## src/common/haptic_cfg_pkg.sv

```systemverilog
// Constants shared by the haptic drive configuration register slice
package haptic_cfg_pkg;

	// Register offsets, one byte each on the register port
	localparam logic [7:0] ADDR_RATING    = 8'h0e;
	localparam logic [7:0] ADDR_FACTOR_HI = 8'h0f;
	localparam logic [7:0] ADDR_FACTOR_LO = 8'h10;
	localparam logic [7:0] ADDR_IMP_HI    = 8'h11;
	localparam logic [7:0] ADDR_IMP_LO    = 8'h12;
	localparam logic [7:0] ADDR_DRIVE_CFG = 8'h13;
	localparam logic [7:0] ADDR_MEM_BRAKE = 8'h14;
	localparam logic [7:0] ADDR_HEADROOM  = 8'h15;
	localparam logic [7:0] ADDR_UPD_CTL   = 8'h16;

	// Values after reset
	localparam logic [4:0] RST_RATING    = 5'h17;
	localparam logic [7:0] RST_FACTOR_HI = 8'h01;
	localparam logic [7:0] RST_FACTOR_LO = 8'h0d;
	localparam logic [7:0] RST_IMP_HI    = 8'h00;
	localparam logic [1:0] RST_IMP_LO    = 2'h0;
	localparam logic [7:0] RST_DRIVE_CFG = 8'h1e;
	localparam logic [4:0] RST_MEM_BRAKE = 5'h01;
	localparam logic [3:0] RST_HEADROOM  = 4'h3;
	localparam logic [7:0] RST_UPD_CTL   = 8'h40;
	localparam logic [7:0] RDATA_IDLE    = 8'h00;

	// Writable bits of the drive configuration register, bit 6 reserved
	localparam logic [7:0] DRIVE_CFG_MASK = 8'hbf;
	localparam logic [7:0] UPD_CTL_MASK   = 8'hc0;

	// Field positions in the drive configuration register
	localparam int BIT_AUTO_FAULT_CLR = 7;
	localparam int BIT_ACTUATOR_ERM   = 5;
	localparam int BIT_BACKEMF_LOOP   = 4;
	localparam int BIT_FREQ_TRACK     = 3;
	localparam int BIT_ACCEL          = 2;
	localparam int BIT_FAST_BRAKE     = 1;
	localparam int BIT_AMP_LOOP       = 0;

	// Field positions in the memory and brake register
	localparam int BIT_MEM_SIGNED = 4;

	// Field positions in the update control register
	localparam int BIT_UPD_HOLD      = 7;
	localparam int BIT_UPD_HOLD_PLAY = 6;

	// Conversion factor arithmetic: Z = code * 62.5 mohm, factor = Z * (rating + 4) / 1.6104
	localparam real        IMP_LSB_OHM    = 62.5e-3;
	localparam real        CONV_DIVISOR   = 1.6104;
	localparam logic [5:0] RATING_OFFSET  = 6'h04;
	localparam logic [11:0] FACTOR_MULT   = 12'(int'(65536.0 * IMP_LSB_OHM / CONV_DIVISOR));

	// Headroom clamp: one headroom step of 187.5 mV is eight level units of 23.4375 mV
	localparam real         HEADROOM_STEP_MV      = 187.5;
	localparam logic [11:0] HEADROOM_LVL_PER_STEP = 12'h008;

endpackage

```

## src/design/factor_calc.sv

```systemverilog
// Recomputes the impedance to drive conversion factor from a new measurement
`timescale 1ns/10ps
module factor_calc
(
	input  wire logic        i_clk,     // System clock
	input  wire logic        i_rst,     // Asynchronous reset, active high
	input  wire logic        i_start,   // New measurement present this cycle
	input  wire logic [9:0]  i_imp,     // Measured impedance, 62.5 mohm units
	input  wire logic [4:0]  i_rating,  // Current rating code
	output logic             o_valid,   // Result ready, one-cycle pulse
	output logic      [15:0] o_factor   // Computed factor
);

	logic [5:0]  rating_plus;
	logic [27:0] prod;

	// Fixed-point product; the divide by 1.6104 is folded into a Q16 multiplier
	assign rating_plus = {1'b0, i_rating} + haptic_cfg_pkg::RATING_OFFSET;
	assign prod        = 28'(i_imp) * 28'(rating_plus) * 28'(haptic_cfg_pkg::FACTOR_MULT);

	// One register stage keeps the multiplier off the register write path
	always_ff @(posedge i_clk or posedge i_rst)
	begin
		if (i_rst)
		begin
			o_valid  <= 1'b0;
			o_factor <= 16'h0000;
		end
		else
		begin
			o_valid <= i_start;
			if (i_start)
			begin
				o_factor <= {4'h0, prod[27:16]};
			end
		end
	end

endmodule // factor_calc

```

## src/design/haptic_drive_config_regs.sv

```systemverilog
// Configuration and calibration register slice of the haptic actuator driver
//
// The implementer's own choice: the plain strobed port.
`timescale 1ns/10ps
module haptic_drive_config_regs
(
	input  wire logic        i_clk,                    // System clock, 20 MHz
	input  wire logic        i_rst,                    // Asynchronous reset, active high
	input  wire logic [7:0]  i_addr,                   // Register address
	input  wire logic [7:0]  i_wdata,                  // Register write data
	input  wire logic        i_wr,                     // Write strobe
	input  wire logic        i_rd,                     // Read strobe
	output logic      [7:0]  o_rdata,                  // Read data, cycle after the strobe
	input  wire logic        i_meas_valid,             // Impedance measurement done, pulse
	input  wire logic [9:0]  i_meas_imp,               // Measured impedance, 62.5 mohm units
	input  wire logic        i_playing,                // Playback in progress
	input  wire logic [11:0] i_target_level,           // Requested drive level
	input  wire logic [11:0] i_supply_level,           // Present supply level
	input  wire logic [7:0]  i_nom_max,                // Nominal maximum voltage field
	input  wire logic [7:0]  i_abs_max,                // Absolute maximum voltage field
	output logic      [15:0] o_impedance_drive_factor, // Conversion factor
	output logic      [4:0]  o_current_rating_code,    // Current rating code
	output logic             o_auto_fault_clear,       // Device clears faults itself
	output logic             o_actuator_erm,           // Eccentric mass actuator selected
	output logic             o_backemf_loop_on,        // Back-EMF loop computations on
	output logic             o_freq_track_on,          // Resonance tracking active
	output logic             o_accel_on,               // Overdrive acceleration on
	output logic             o_fast_brake_on,          // Fast braking on
	output logic             o_amplitude_loop_on,      // Amplitude loop on
	output logic             o_mem_signed,             // Waveform memory holds signed data
	output logic      [3:0]  o_pwm_brake_threshold,    // PWM full-brake threshold code
	output logic             o_brake_threshold_on,     // Brake threshold in use
	output logic      [7:0]  o_full_scale,             // Full scale of unsigned waveforms
	output logic      [11:0] o_drive_level,            // Drive level after clamping
	output logic             o_drive_clamped_event     // Drive was clamped, pulse
);

	logic [4:0]  rating_q;
	logic [7:0]  factor_hi_q;
	logic [7:0]  factor_lo_q;
	logic [7:0]  imp_hi_q;
	logic [1:0]  imp_lo_q;
	logic [7:0]  drive_cfg_q;
	logic [4:0]  mem_brake_q;
	logic [3:0]  headroom_q;
	logic [7:0]  upd_ctl_q;
	logic [7:0]  rdata_d;
	logic [7:0]  rdata_q;
	logic        calc_valid;
	logic [15:0] calc_factor;
	logic        upd_apply;
	logic        wr_factor;
	logic [11:0] headroom_lvl;
	logic [11:0] limit_lvl;
	logic        over_limit;
	logic [11:0] drive_level_q;
	logic        clamped_q;
	logic [7:0]  full_scale_q;

	// Address match used by every write; the read mux decodes the address in its own case
	function automatic logic hit(input logic [7:0] addr, input logic [7:0] offset);
		hit = (addr == offset);
	endfunction

	assign wr_factor = i_wr && (hit(i_addr, haptic_cfg_pkg::ADDR_FACTOR_HI) ||
		hit(i_addr, haptic_cfg_pkg::ADDR_FACTOR_LO));

	// Factor recompute runs whenever a measurement lands
	factor_calc u_factor_calc
	(
		.i_clk    (i_clk),
		.i_rst    (i_rst),
		.i_start  (i_meas_valid),
		.i_imp    (i_meas_imp),
		.i_rating (rating_q),
		.o_valid  (calc_valid),
		.o_factor (calc_factor)
	);

	// Permission is judged when the result is ready, so a hold set meanwhile still wins
	assign upd_apply = calc_valid && !upd_ctl_q[haptic_cfg_pkg::BIT_UPD_HOLD] &&
		!(upd_ctl_q[haptic_cfg_pkg::BIT_UPD_HOLD_PLAY] && i_playing);

	// Current rating code
	always_ff @(posedge i_clk or posedge i_rst)
	begin
		if (i_rst)
			rating_q <= haptic_cfg_pkg::RST_RATING;
		else if (i_wr && hit(i_addr, haptic_cfg_pkg::ADDR_RATING))
			rating_q <= i_wdata[4:0];
	end

	// Factor bytes; a hardware update beats a software write in the same cycle
	always_ff @(posedge i_clk or posedge i_rst)
	begin
		if (i_rst)
		begin
			factor_hi_q <= haptic_cfg_pkg::RST_FACTOR_HI;
			factor_lo_q <= haptic_cfg_pkg::RST_FACTOR_LO;
		end
		else if (upd_apply)
		begin
			factor_hi_q <= calc_factor[15:8];
			factor_lo_q <= calc_factor[7:0];
		end
		else
		begin
			if (i_wr && hit(i_addr, haptic_cfg_pkg::ADDR_FACTOR_HI))
				factor_hi_q <= i_wdata;
			if (i_wr && hit(i_addr, haptic_cfg_pkg::ADDR_FACTOR_LO))
				factor_lo_q <= i_wdata;
		end
	end

	// Measured impedance, written only by the measurement, never by software
	always_ff @(posedge i_clk or posedge i_rst)
	begin
		if (i_rst)
		begin
			imp_hi_q <= haptic_cfg_pkg::RST_IMP_HI;
			imp_lo_q <= haptic_cfg_pkg::RST_IMP_LO;
		end
		else if (i_meas_valid)
		begin
			imp_hi_q <= i_meas_imp[9:2];
			imp_lo_q <= i_meas_imp[1:0];
		end
	end

	// Drive configuration; the reserved bit is masked so it always reads zero
	always_ff @(posedge i_clk or posedge i_rst)
	begin
		if (i_rst)
			drive_cfg_q <= haptic_cfg_pkg::RST_DRIVE_CFG;
		else if (i_wr && hit(i_addr, haptic_cfg_pkg::ADDR_DRIVE_CFG))
			drive_cfg_q <= i_wdata & haptic_cfg_pkg::DRIVE_CFG_MASK;
	end

	// Memory format and PWM brake threshold
	always_ff @(posedge i_clk or posedge i_rst)
	begin
		if (i_rst)
			mem_brake_q <= haptic_cfg_pkg::RST_MEM_BRAKE;
		else if (i_wr && hit(i_addr, haptic_cfg_pkg::ADDR_MEM_BRAKE))
			mem_brake_q <= i_wdata[4:0];
	end

	// Supply headroom code
	always_ff @(posedge i_clk or posedge i_rst)
	begin
		if (i_rst)
			headroom_q <= haptic_cfg_pkg::RST_HEADROOM;
		else if (i_wr && hit(i_addr, haptic_cfg_pkg::ADDR_HEADROOM))
			headroom_q <= i_wdata[3:0];
	end

	// Update control; only the two hold bits exist
	always_ff @(posedge i_clk or posedge i_rst)
	begin
		if (i_rst)
			upd_ctl_q <= haptic_cfg_pkg::RST_UPD_CTL;
		else if (i_wr && hit(i_addr, haptic_cfg_pkg::ADDR_UPD_CTL))
			upd_ctl_q <= i_wdata & haptic_cfg_pkg::UPD_CTL_MASK;
	end

	// Read mux; unmapped addresses answer zero
	always_comb
	begin
		rdata_d = haptic_cfg_pkg::RDATA_IDLE;
		case (i_addr)
			haptic_cfg_pkg::ADDR_RATING:    rdata_d = {3'h0, rating_q};
			haptic_cfg_pkg::ADDR_FACTOR_HI: rdata_d = factor_hi_q;
			haptic_cfg_pkg::ADDR_FACTOR_LO: rdata_d = factor_lo_q;
			haptic_cfg_pkg::ADDR_IMP_HI:    rdata_d = imp_hi_q;
			haptic_cfg_pkg::ADDR_IMP_LO:    rdata_d = {6'h00, imp_lo_q};
			haptic_cfg_pkg::ADDR_DRIVE_CFG: rdata_d = drive_cfg_q;
			haptic_cfg_pkg::ADDR_MEM_BRAKE: rdata_d = {3'h0, mem_brake_q};
			haptic_cfg_pkg::ADDR_HEADROOM:  rdata_d = {4'h0, headroom_q};
			haptic_cfg_pkg::ADDR_UPD_CTL:   rdata_d = upd_ctl_q;
			default:                        rdata_d = haptic_cfg_pkg::RDATA_IDLE;
		endcase
	end

	// Read data stands only in the cycle after each read strobe cycle, zero at all other times
	always_ff @(posedge i_clk or posedge i_rst)
	begin
		if (i_rst)
			rdata_q <= haptic_cfg_pkg::RDATA_IDLE;
		else if (i_rd)
			rdata_q <= rdata_d;
		else
			rdata_q <= haptic_cfg_pkg::RDATA_IDLE;
	end

	// Headroom in level units and the clamp limit, saturating at zero
	assign headroom_lvl = 12'({8'h00, headroom_q} * haptic_cfg_pkg::HEADROOM_LVL_PER_STEP);
	assign limit_lvl    = (i_supply_level > headroom_lvl) ? (i_supply_level - headroom_lvl) : 12'h000;
	assign over_limit   = (i_target_level >= limit_lvl);

	// Clamp stage; the event pulses once for each cycle the target sits at or over the limit
	always_ff @(posedge i_clk or posedge i_rst)
	begin
		if (i_rst)
		begin
			drive_level_q <= 12'h000;
			clamped_q     <= 1'b0;
		end
		else
		begin
			drive_level_q <= over_limit ? limit_lvl : i_target_level;
			clamped_q     <= over_limit;
		end
	end

	// Full scale of unsigned waveform data follows the acceleration enable
	always_ff @(posedge i_clk or posedge i_rst)
	begin
		if (i_rst)
			full_scale_q <= 8'h00;
		else
			full_scale_q <= drive_cfg_q[haptic_cfg_pkg::BIT_ACCEL] ? i_nom_max : i_abs_max;
	end

	// Outputs of the register file
	assign o_rdata                  = rdata_q;
	assign o_impedance_drive_factor = {factor_hi_q, factor_lo_q};
	assign o_current_rating_code    = rating_q;
	assign o_auto_fault_clear       = drive_cfg_q[haptic_cfg_pkg::BIT_AUTO_FAULT_CLR];
	assign o_actuator_erm           = drive_cfg_q[haptic_cfg_pkg::BIT_ACTUATOR_ERM];
	assign o_backemf_loop_on        = drive_cfg_q[haptic_cfg_pkg::BIT_BACKEMF_LOOP];
	assign o_accel_on               = drive_cfg_q[haptic_cfg_pkg::BIT_ACCEL];
	assign o_fast_brake_on          = drive_cfg_q[haptic_cfg_pkg::BIT_FAST_BRAKE];
	assign o_amplitude_loop_on      = drive_cfg_q[haptic_cfg_pkg::BIT_AMP_LOOP];
	assign o_mem_signed             = mem_brake_q[haptic_cfg_pkg::BIT_MEM_SIGNED];
	assign o_pwm_brake_threshold    = mem_brake_q[3:0];
	assign o_full_scale             = full_scale_q;
	assign o_drive_level            = drive_level_q;
	assign o_drive_clamped_event    = clamped_q;

	// Tracking is meaningless without a resonance, so eccentric mass forces it off
	assign o_freq_track_on = drive_cfg_q[haptic_cfg_pkg::BIT_FREQ_TRACK] &&
		!drive_cfg_q[haptic_cfg_pkg::BIT_ACTUATOR_ERM];

	// Code zero switches the brake threshold off
	assign o_brake_threshold_on = (mem_brake_q[3:0] != 4'h0);

	// Software write to the low byte shows in the factor next cycle unless hardware updates
	property p_factor_lo_write;
		@(posedge i_clk) disable iff (i_rst)
		(i_wr && hit(i_addr, haptic_cfg_pkg::ADDR_FACTOR_LO) && !upd_apply)
		|=> (o_impedance_drive_factor[7:0] == $past(i_wdata)) && $stable(o_impedance_drive_factor[15:8]);
	endproperty
	a_factor_lo_write: assert property (p_factor_lo_write)
		else $error("Factor low byte write not reflected");

	// A ready result while frozen leaves the factor untouched
	property p_hold_blocks;
		@(posedge i_clk) disable iff (i_rst)
		(calc_valid && upd_ctl_q[haptic_cfg_pkg::BIT_UPD_HOLD] && !wr_factor)
		|=> $stable(o_impedance_drive_factor);
	endproperty
	a_hold_blocks: assert property (p_hold_blocks)
		else $error("Factor changed while updates were held");

	// A ready result during playback with the playback hold set is dropped
	property p_play_hold_blocks;
		@(posedge i_clk) disable iff (i_rst)
		(calc_valid && upd_ctl_q[haptic_cfg_pkg::BIT_UPD_HOLD_PLAY] && i_playing && !wr_factor)
		|=> $stable(o_impedance_drive_factor);
	endproperty
	a_play_hold_blocks: assert property (p_play_hold_blocks)
		else $error("Factor changed during playback hold");

	// Measurement to factor takes two cycles when updates are free
	property p_auto_update;
		@(posedge i_clk) disable iff (i_rst)
		(i_meas_valid && upd_ctl_q[7:6] == 2'b00)
		##1 (upd_ctl_q[7:6] == 2'b00)
		|=> (o_impedance_drive_factor == $past(calc_factor));
	endproperty
	a_auto_update: assert property (p_auto_update)
		else $error("Permitted factor update not applied");

	// Measurement appears in both read-only fields next cycle
	property p_meas_capture;
		@(posedge i_clk) disable iff (i_rst)
		i_meas_valid |=> ({imp_hi_q, imp_lo_q} == $past(i_meas_imp));
	endproperty
	a_meas_capture: assert property (p_meas_capture)
		else $error("Measured impedance not captured");

	// Eccentric mass never runs resonance tracking
	property p_erm_no_track;
		@(posedge i_clk) disable iff (i_rst)
		o_actuator_erm |-> !o_freq_track_on;
	endproperty
	a_erm_no_track: assert property (p_erm_no_track)
		else $error("Frequency tracking active for eccentric mass");

	// At or over the limit the drive is clamped and flagged
	property p_clamp;
		@(posedge i_clk) disable iff (i_rst)
		over_limit |=> o_drive_clamped_event && (o_drive_level == $past(limit_lvl));
	endproperty
	a_clamp: assert property (p_clamp)
		else $error("Drive not clamped at supply minus headroom");

	// Under the limit the target passes unflagged
	property p_no_clamp;
		@(posedge i_clk) disable iff (i_rst)
		!over_limit |=> !o_drive_clamped_event && (o_drive_level == $past(i_target_level));
	endproperty
	a_no_clamp: assert property (p_no_clamp)
		else $error("Drive altered below the limit");

	// Headroom is eight level units per code step
	property p_headroom_scale;
		@(posedge i_clk) disable iff (i_rst)
		(headroom_q == 4'hf) |-> (headroom_lvl == 12'h078);
	endproperty
	a_headroom_scale: assert property (p_headroom_scale)
		else $error("Headroom scaling wrong");

	// Full scale follows the acceleration bit one cycle later
	property p_full_scale;
		@(posedge i_clk) disable iff (i_rst)
		##1 1'b1 |-> (o_full_scale == ($past(o_accel_on) ? $past(i_nom_max) : $past(i_abs_max)));
	endproperty
	a_full_scale: assert property (p_full_scale)
		else $error("Full scale source wrong");

	// Read data is zero in any cycle not following a read strobe
	property p_read_idle;
		@(posedge i_clk) disable iff (i_rst)
		!i_rd |=> (o_rdata == 8'h00);
	endproperty
	a_read_idle: assert property (p_read_idle)
		else $error("Read data outside its cycle");

	// Bit 3 set with a resonant actuator turns tracking on
	property p_track_on;
		@(posedge i_clk) disable iff (i_rst)
		(i_wr && hit(i_addr, haptic_cfg_pkg::ADDR_DRIVE_CFG) && i_wdata[3] && !i_wdata[5])
		|=> o_freq_track_on ##1 (o_freq_track_on || $past(i_wr));
	endproperty
	a_track_on: assert property (p_track_on)
		else $error("Tracking not enabled");

endmodule // haptic_drive_config_regs

```

## config.mk

```make
export PLATFORM = sky130hd
export DESIGN_NAME = haptic_drive_config_regs
export DESIGN_NICKNAME = d
export VERILOG_FILES = /design/src/common/haptic_cfg_pkg.sv /design/src/design/factor_calc.sv /design/src/design/haptic_drive_config_regs.sv
export SDC_FILE = /design/constraint.sdc
export NUM_CORES = 1
export LEC_CHECK = 0
export ABC_AREA = 1
export ABC_CLOCK_PERIOD_IN_PS = 11400
export BUFFER_PORTS_ARGS = -buffer_cell sky130_fd_sc_hd__buf_2
export CAP_MARGIN = 40
export CORE_MARGIN = 2
export CORE_UTILIZATION = 45
export CTS_CLUSTER_DIAMETER = 150
export DETAILED_ROUTE_END_ITERATION = 8
export HOLD_SLACK_MARGIN = 0.08
export PLACE_DENSITY = 0.74
export SYNTH_ARGS = -nofsm -noshare
export SYNTH_HDL_FRONTEND = slang
export SYNTH_SLANG_ARGS = --single-unit
export TNS_END_PERCENT = 10
```

## constraint.sdc

```tcl
create_clock -name i_clk -period 11.4 [get_ports i_clk]
set_clock_uncertainty 0.2 [all_clocks]
set_input_delay 0 -clock i_clk [delete_from_list [all_inputs] [get_ports i_clk]]
set_output_delay 0 -clock i_clk [all_outputs]
set_load 0.02 [all_outputs]
```

**Word level (Yosys, flattened, before mapping)**

Cells that the tools add are included.

- Bits in registers: 91
- Input port bits: 72
- Output and inout bits: 63

- Add/sub/neg operators: 2
- Multiply operators: 2
- $lt $le $gt $ge: 2
- Eq/ne operators: 9
- Multiplexer cells: 9
- Reduce and logical (&&, ||, !) cells: 17

Operators by type and width:

| operator | number |
|---|---|
| 8-bit case mux with 9 select lines | 1 |
| 8-bit by 5-bit == test with 1-bit output, second input constant | 7 |
| 8-bit two-way mux | 6 |
| 16-bit by 12-bit multiplier with 28-bit output, second input constant | 1 |
| 12-bit two-way mux | 2 |
| 8-bit by 4-bit == test with 1-bit output, second input constant | 2 |
| 10-bit by 6-bit multiplier with 16-bit output | 1 |
| 12-bit >= comparator | 1 |
| 12-bit by 7-bit greater-than comparator with 1-bit output | 1 |
| 12-bit by 7-bit subtractor with 12-bit output | 1 |
| 1-bit logical AND | 11 |
| 5-bit by 3-bit adder with 6-bit output, second input constant | 1 |
| 2-bit nonzero test | 2 |
| 4-bit nonzero test | 1 |
| 1-bit zero test | 3 |

**Longest topological paths before layout**

Gate-level depths: netlist (run 1).

- Word-level depth: 4
- Gate-level depth with buffers: 41
- Depth with buffers taken out: 41

**Hierarchy**

From an unflattened synthesis (run 1), not the netlist that was laid out.

- Cells, all modules: 1428
- Area total of the unflattened synthesis: 11114.4 sq um

Modules (own cells, without submodules):

| module | times used | cells each | area an instance (sq um) | seq. area each (sq um) |
|---|---|---|---|---|
| factor_calc | 1 | 860 | 6638.9 | 325.3 |
| haptic_drive_config_regs | 1 | 568 | 4475.5 | 1971.9 |

**Least setup slack after synthesis (run 1)**

OpenSTA, ideal clock, no wires.

- Path type: register -> register
- From: register rating_q[3], in the netlist o_current_rating_code[3]
- To: register u_factor_calc.o_factor[7]
- Setup time: 118 ps
- Arrival time: 7961 ps
- Required time: 11082 ps
- Setup slack: 3121 ps
- Cell stages (with the launch flop): 35
- Buffers on the path: 0
- Clock period less this slack: 8279 ps
- Path through: dfrtp_1 -> ha_1 -> or2_2 -> nand2_1 -> inv_1 -> nand2_1 -> fa_1 -> fa_1 -> fa_1 -> inv_1 -> ha_1 -> nand2_1 -> nor3_1 -> nor2_1 -> o21ai_1 -> xor2_1 -> inv_1 -> fa_1 -> fa_1 -> inv_1 -> fa_1 -> fa_1 -> inv_1 -> fa_1 -> inv_1 -> ha_1 -> nand2_1 -> nor2_1 -> inv_1 -> nor2_1 -> nand4_1 -> nand3_1 -> nand2_1 -> nand3_1 -> nand2_1

- Longest elaborated chain between the ends: 3

Ends and longest elaborated chain:

| what | line | text |
|---|---|---|
| start: declaration | haptic_drive_config_regs.sv:38 | `logic [4:0] rating_q;` |
| start signal: assignment | haptic_drive_config_regs.sv:88 | `rating_q <= haptic_cfg_pkg::RST_RATING;` |
| start signal: assignment | haptic_drive_config_regs.sv:90 | `rating_q <= i_wdata[4:0];` |
| 5-bit by 3-bit adder with 6-bit output | factor_calc.sv:18 | `assign rating_plus = {1'b0, i_rating} + haptic_cfg_pkg::RATING_OFFSET;` |
| 10-bit by 6-bit multiplier with 16-bit output | factor_calc.sv:19 | `assign prod = 28'(i_imp) * 28'(rating_plus) * 28'(haptic_cfg_pkg::FACTOR_MULT);` |
| 16-bit by 12-bit multiplier with 28-bit output | factor_calc.sv:19 |  |
| end signal: assignment | factor_calc.sv:34 | `o_factor <= {4'h0, prod[27:16]};` |
| end: declaration | factor_calc.sv:11 | `output logic [15:0] o_factor` |

No other way between the ends.
A chain may end at the register's enable or synchronous reset.

**Worst setup path in the final report (run 1)**

- From: register rating_q[2], in the netlist o_current_rating_code[2]
- To: register u_factor_calc.o_factor[5]

The elaborated chain is that of the path after synthesis.

==> impl_metrics.env, run 1 <==
export IMPL_synth_seq_cells=91
export IMPL_crit_top_cell="inv_1"
export IMPL_avgRoutedWirePerCell_um=15.3
export IMPL_clk_latency_ns=0.36
export IMPL_core_area_mm2=0.0234
export IMPL_place_area_mm2=0.0117
export IMPL_crit_slowest_cell="dfstp_2"
export IMPL_first_iter_violations=668
export IMPL_use_met1_pct=30.6
export IMPL_crit_path_start_kind="flop"
export IMPL_synthToLayoutAreaGrowth_pct=21.7
export IMPL_drv_slew=0
export IMPL_avgSynthCellArea_um2=7.80
export IMPL_grt_total_usage_pct=24.6
export IMPL_synth_top_area_cell="fa_1"
export IMPL_syn_inst=1372
export IMPL_end_kind="flop"
export IMPL_gp_congestion=0.947
export IMPL_die_w_um=158
export IMPL_numCtsBuffers=9
export IMPL_layout_nets=1913
export IMPL_synth_top_area_share_pct=21.1
export IMPL_maxSlewHeadroom_pct=44.0
export IMPL_gr_max_usage_layer="met2"
export IMPL_tns_ns=0
export IMPL_path_delay_family="adder cells"
export IMPL_drive_gt1_share_pct=12.8
export IMPL_synthArstFlopShare_pct=100
export IMPL_via_per_inst=5.05
export IMPL_grt_ovfl_total=0
export IMPL_drt_wl_total_mm=29.5
export IMPL_n_antenna_cell=0
export IMPL_criticalPathCategory="flop to flop"
export IMPL_fin_area_mm2=0.0130
export IMPL_synth_flop_cell="dfrtp_1"
export IMPL_htreeDepth=3
export IMPL_ios=135
export IMPL_grt_pass1_wl_mm=48.6
export IMPL_grt_max_degree=55
export IMPL_drc=0
export IMPL_dp_hpwl_mm=23.5
export IMPL_antenna_found_initial=0
export IMPL_required_ns=11.45
export IMPL_synth_cell_types=44
export IMPL_clockBufferDepth=2
export IMPL_clock_sinks=91
export IMPL_tightest_slew_ns=0.838
export IMPL_cts_root_buf="clkbuf_16"
export IMPL_met2_usage_pct=42.1
export IMPL_path_buf_inv=9
export IMPL_syn_area_mm2=0.0107
export IMPL_maxCapViolCount=0
export IMPL_io_buffers=134
export IMPL_vias=9747
export IMPL_n_fill_cell=2123
export IMPL_whs_ns=0.160
export IMPL_clk_pin_slew_ns=0.07
export IMPL_setup_viol=0
export IMPL_final_util_pct=55.6
export IMPL_period_minus_slack_ns=9.35
export IMPL_ys_seq_area_share_pct=21.5
export IMPL_slowest_delay_ns=0.69
export IMPL_status="complete, no violations"
export IMPL_hold_viol=0
export IMPL_synth_area_leaders="fa_1, dfrtp_1, ha_1, inv_1, nand2_1"
export IMPL_ant_nets=0
export IMPL_fin_crit_sh_pct=82.1
export IMPL_yosys_warnings=0
export IMPL_die_area_mm2=0.0250
export IMPL_hp_class="input port to flop"
export IMPL_gr_usage_met3_pct=4.65
export IMPL_crit_arrival_ns=9.40
export IMPL_dr_pass1_iters=5
export IMPL_start_util_pct=45.7
export IMPL_rows=56
export IMPL_synth_edf_count=0
export IMPL_path_max_fanout=13
export IMPL_cts_tree="done"
export IMPL_die_h_um=158
export IMPL_grt_pass1_vias=10100
export IMPL_max_freq_mhz=107
export IMPL_cts_setup_buffers=0
export IMPL_synth_nets=1679
export IMPL_rsz0062_at_grt="false"
[worst reg2reg max path: cells and delay by family (launching register included)]
| kind | cells | cell delay, ns |
|---|---|---|
| XOR/XNOR | 1 | 0.61 |
| adder cells (fa/ha/maj) | 10 | 4.73 |
| AND/OR/NAND/NOR | 13 | 1.93 |
| buffers and inverters | 9 | 0.85 |
| flip-flops | 1 | 0.69 |
| AO/OA/AOI/OAI | 1 | 0.23 |
[timing repair]
item,CTS,global route
hold buffers,101,0
gates resized for setup,0,0
endpoints found under the hold margin,126,0
[per-layer routing]
| layer | wire, um | up-vias |
|---|---|---|
| met5 | 0 | - |
| met1 | 12200 | 4606 |
| li1 | - | 4669 |
| met3 | 1930 | 84 |
| met2 | 14200 | 388 |
| met4 | 1120 | 0 |
[path summary, 6_finish.rpt]
| check | from | to | slack (ns) | cells past startpoint |
|---|---|---|---|---|
| worst max-delay path | o_current_rating_code[2] | u_factor_calc.o_factor[5] | 2.05 | 34 |
| worst max register to register | o_current_rating_code[2] | u_factor_calc.o_factor[5] | 2.05 | 34 |
| min in group asynchronous | i_rst | o_drive_level[1] | 0.63 | 4 |
| worst min-delay path | i_supply_level[6] | o_drive_level[6] | 0.16 | 7 |
| worst min register to register | u_factor_calc.o_factor[5] | u_factor_calc.o_factor[5] | 0.28 | 2 |
| max in group asynchronous | i_rst | upd_ctl_q[7] | 9.24 | 5 |
[state kept, by name (all words and copies together) (netlist names)]
name / cells
imp_hi_q: 8
upd_ctl_q: 2
drive_cfg_q: 7
u_factor_calc.o_valid: 1
mem_brake_q: 5
factor_hi_q: 8
o_drive_clamped_event: 1
factor_lo_q: 8
o_full_scale: 8
o_current_rating_code: 5
imp_lo_q: 2
u_factor_calc.o_factor: 12
o_drive_level: 12
headroom_q: 4
o_rdata: 8
[synthesized netlist by cell type, types with 2 or more instances]
cell type / number
o21bai_1: 8
mux2_2: 8
nor3_1: 16
fa_1: 113
dfstp_2: 16
a31oi_1: 3
o211ai_2: 2
nand2_2: 6
nand2_1: 291
clkbuf_1: 9
nand4_1: 12
o2111ai_1: 2
or2_2: 4
a221oi_1: 2
nor3_2: 4
xnor2_1: 5
o22ai_1: 3
a211oi_1: 3
nand3_1: 59
nor2_1: 95
inv_1: 353
xor2_1: 14
inv_2: 7
buf_1: 2
buf_2: 3
dfrtp_1: 75
o21ai_0: 51
o211ai_1: 4
ha_1: 122
o311ai_1: 4
o21ai_1: 10
nor2_2: 2
a21oi_1: 53
[cell families (layout without fill, tap and decap cells)]
| group | Yosys count | count (layout) | share of synthesized area [%] |
|---|---|---|---|
| buf+inv | 374 | 613 | 13.2 |
| flops | 91 | 91 | 21.5 |
| simple gates | 496 | 496 | 19.6 |
| fa+ha+maj | 235 | 235 | 35.4 |
| compound gates | 148 | 148 | 7.85 |
| mux | 9 | 9 | 0.947 |
| xor+xnor | 19 | 19 | 1.56 |
[placed cells by master, fill, tap and decap left out, types with 4 or more instances in the layout]
cell type      synthesis  layout
inv_1                353     352
nand2_1              291     291
buf_2                  3     134
ha_1                 122     122
fa_1                 113     113
dlygate4sd3_1          0     101
nor2_1                95      95
dfrtp_1               75      75
nand3_1               59      59
a21oi_1               53      53
o21ai_0               51      51
nor3_1                16      16
dfstp_2               16      16
xor2_1                14      14
nand4_1               12      12
o21ai_1               10      10
clkbuf_16              0       9
o21bai_1               8       8
mux2_2                 8       8
inv_2                  7       7
nand2_2                6       6
xnor2_1                5       5
nor3_2                 4       4
or2_2                  4       4
o211ai_1               4       4
o311ai_1               4       4
[layout make-up]
cell class | instances | area [um^2] | share of cell area (%)
clock buffers | 10 | 229 | 1.76
flip-flops and latches | 91 | 2300 | 17.6
repair buffers | 237 | 1700 | 13.0
clock inverters | 6 | 52.6 | 0.404
well taps | 319 | 399 | 3.06
inverters | 360 | 1350 | 10.4
multi-input cells | 907 | 7000 | 53.7
[through the flow]
step | cells | setup WS [ns]
2_1_floorplan | 1372 | 3.12
3_3_place_gp | 1813 | 2.21
3_5_place_dp | 1813 | 2.10
4_1_cts | 1930 | 2.04
5_1_grt | 1930 | 1.35
6_report | 1930 | 2.05
Power of run 1 is not shown: default switching activity piles up to over one toggle a cycle in this logic, so the estimate is an artifact.
==> run 2: changes to the inputs <==
- ABC_CLOCK_PERIOD_IN_PS: 11400 -> 7800
- PLACE_DENSITY: 0.74 -> 0.76
- clock period: 11.4 -> 7.8 ns (I/O delays scaled with it)
==> run 2 against run 1 <==
Effect of this change:
- the flow now finishes with violations (negative setup slack)
- critical path depth increased by 2
- via count is 5.3% higher
- register-to-register slack got worse by 2.1 ns
==> impl_metrics.env, run 2 (synthesis results as in run 1) <==
export IMPL_grt_ovfl_total=0
export IMPL_highest_layer="met4"
export IMPL_vias=10300
export IMPL_final_util_pct=62.7
export IMPL_layout_common_cells="inv_1, nand2_1, buf_2, buf_4, fa_1"
export IMPL_place_area_mm2=0.0126
export IMPL_drt_met1_wl_mm=12.8
export IMPL_cts_tree="done"
export IMPL_drc=0
export IMPL_path_delay_family="adder cells"
export IMPL_ant_nets=0
export IMPL_crit_arrival_ns=7.92
export IMPL_crit_top_cell="fa_1"
export IMPL_fin_crit_sh_pct=101
export IMPL_ios=135
export IMPL_max_freq_mhz=127
export IMPL_drt_wl_total_mm=31.7
export IMPL_multiInputGateArea_mm2=0.00778
export IMPL_setup_viol=8
export IMPL_final_common_cell="inv_1"
export IMPL_clock_sinks=91
export IMPL_dr_pass1_iters=5
export IMPL_clk_latency_ns=0.35
export IMPL_clockBufferDepth=2
export IMPL_gp_congestion=0.983
export IMPL_hold_viol=0
export IMPL_clk_pin_slew_ns=0.08
export IMPL_crit_path_start_kind="flop"
export IMPL_slowest_delay_ns=0.55
export IMPL_period_minus_slack_ns=7.88
export IMPL_maxCapViolCount=0
export IMPL_numCtsBuffers=9
export IMPL_fin_area_mm2=0.0147
export IMPL_htreeDepth=3
export IMPL_final_cells=2043
export IMPL_rows=56
export IMPL_hp_class="input port to flop"
export IMPL_io_buffers=134
export IMPL_crit_slowest_cell="fa_1"
export IMPL_dp_hpwl_mm=23.9
export IMPL_criticalPathCategory="flop to flop"
export IMPL_seq_area_mm2=0.00230
export IMPL_whs_ns=0.144
export IMPL_die_w_um=158
export IMPL_first_iter_violations=808
export IMPL_drv_slew=0
export IMPL_synthToLayoutAreaGrowth_pct=37.2
export IMPL_required_ns=7.84
export IMPL_path_max_fanout=5
export IMPL_grt_pass1_vias=10700
export IMPL_n_fill_cell=1895
export IMPL_n_antenna_cell=0
export IMPL_start_util_pct=45.7
export IMPL_via_per_inst=5.02
export IMPL_status="finished with violations"
export IMPL_path_buf_inv=11
export IMPL_end_kind="flop"
export IMPL_wl_met2_mm=15.6
export IMPL_avgRoutedWirePerCell_um=15.5
export IMPL_drive_gt1_share_pct=27.3
export IMPL_cts_root_buf="clkbuf_16"
export IMPL_violations="negative setup slack"
export IMPL_rsz0062_at_grt="true"
export IMPL_layout_nets=2026
export IMPL_tightest_slew_ns=0.831
export IMPL_grt_max_degree=63
export IMPL_fin_ws_ns=-0.0846
export IMPL_antenna_found_initial=0
export IMPL_die_h_um=158
export IMPL_die_area_mm2=0.0250
export IMPL_core_area_mm2=0.0234
export IMPL_grt_total_usage_pct=26.1
export IMPL_maxSlewHeadroom_pct=44.5
export IMPL_place_inst=1912
export IMPL_routed_wl_met3_mm=1.94
export IMPL_grt_pass1_wl_mm=51.5
==> run 2: layer usage <==
layer	vias to the layer above	track usage (%)
met5	-	0
met4	0	10.2
met3	100	3.89
met2	382	46.0
met1	4897	32.1
li1	4887	-
==> run 2: through the flow <==
| step | setup TNS [ns] | setup slack, ns |
|---|---|---|
| floorplan | -0.0775 | -0.0544 |
| global route | -3.99 | -0.406 |
| global placement | -3.07 | -0.314 |
| CTS | -0.0177 | -0.0118 |
| detailed placement | -4.03 | -0.424 |
| finish | -0.261 | -0.0846 |
==> run 2: worst min-delay path, delay by kind of cell <==
kind	cells	cell delay, ns
AO/OA/AOI/OAI	1	0.06
adder cells (fa/ha/maj)	1	0.16
XOR/XNOR	1	0.14
buffers and inverters	3	0.24
AND/OR/NAND/NOR	1	0.06
==> run 2: area by class of cell <==
cell class                 count  area share, %
sequential                    91           15.7
clock inverter                 7          0.520
timing repair buffer         350           17.4
tap                          319           2.72
clock buffer                   9           1.53
multi-input combinational    907           53.0
inverter                     360           9.23
==> run 2: worst paths after layout <==
| kind | startpoint | to | depth (start not counted) | slack (ns) |
|---|---|---|---|---|
| max in group asynchronous | i_rst | o_current_rating_code[3] | 5 | 5.60 |
| worst max-delay path | o_current_rating_code[3] | u_factor_calc.o_factor[6] | 36 | -0.08 |
| worst min register to register | drive_cfg_q[3] | drive_cfg_q[3] | 2 | 0.28 |
| min in group asynchronous | i_rst | o_full_scale[0] | 4 | 0.58 |
| worst min-delay path | i_supply_level[6] | o_drive_level[6] | 7 | 0.14 |
| worst max register to register | o_current_rating_code[3] | u_factor_calc.o_factor[6] | 36 | -0.08 |
==> run 2: repair_timing <==
action,CTS,global route
gates resized for setup,137,35
hold buffers,94,0
setup endpoints to repair,12,12
pin swaps,77,46
hold endpoints to repair,118,0
setup buffers,18,4
Power of run 2 is left out for the same reason.
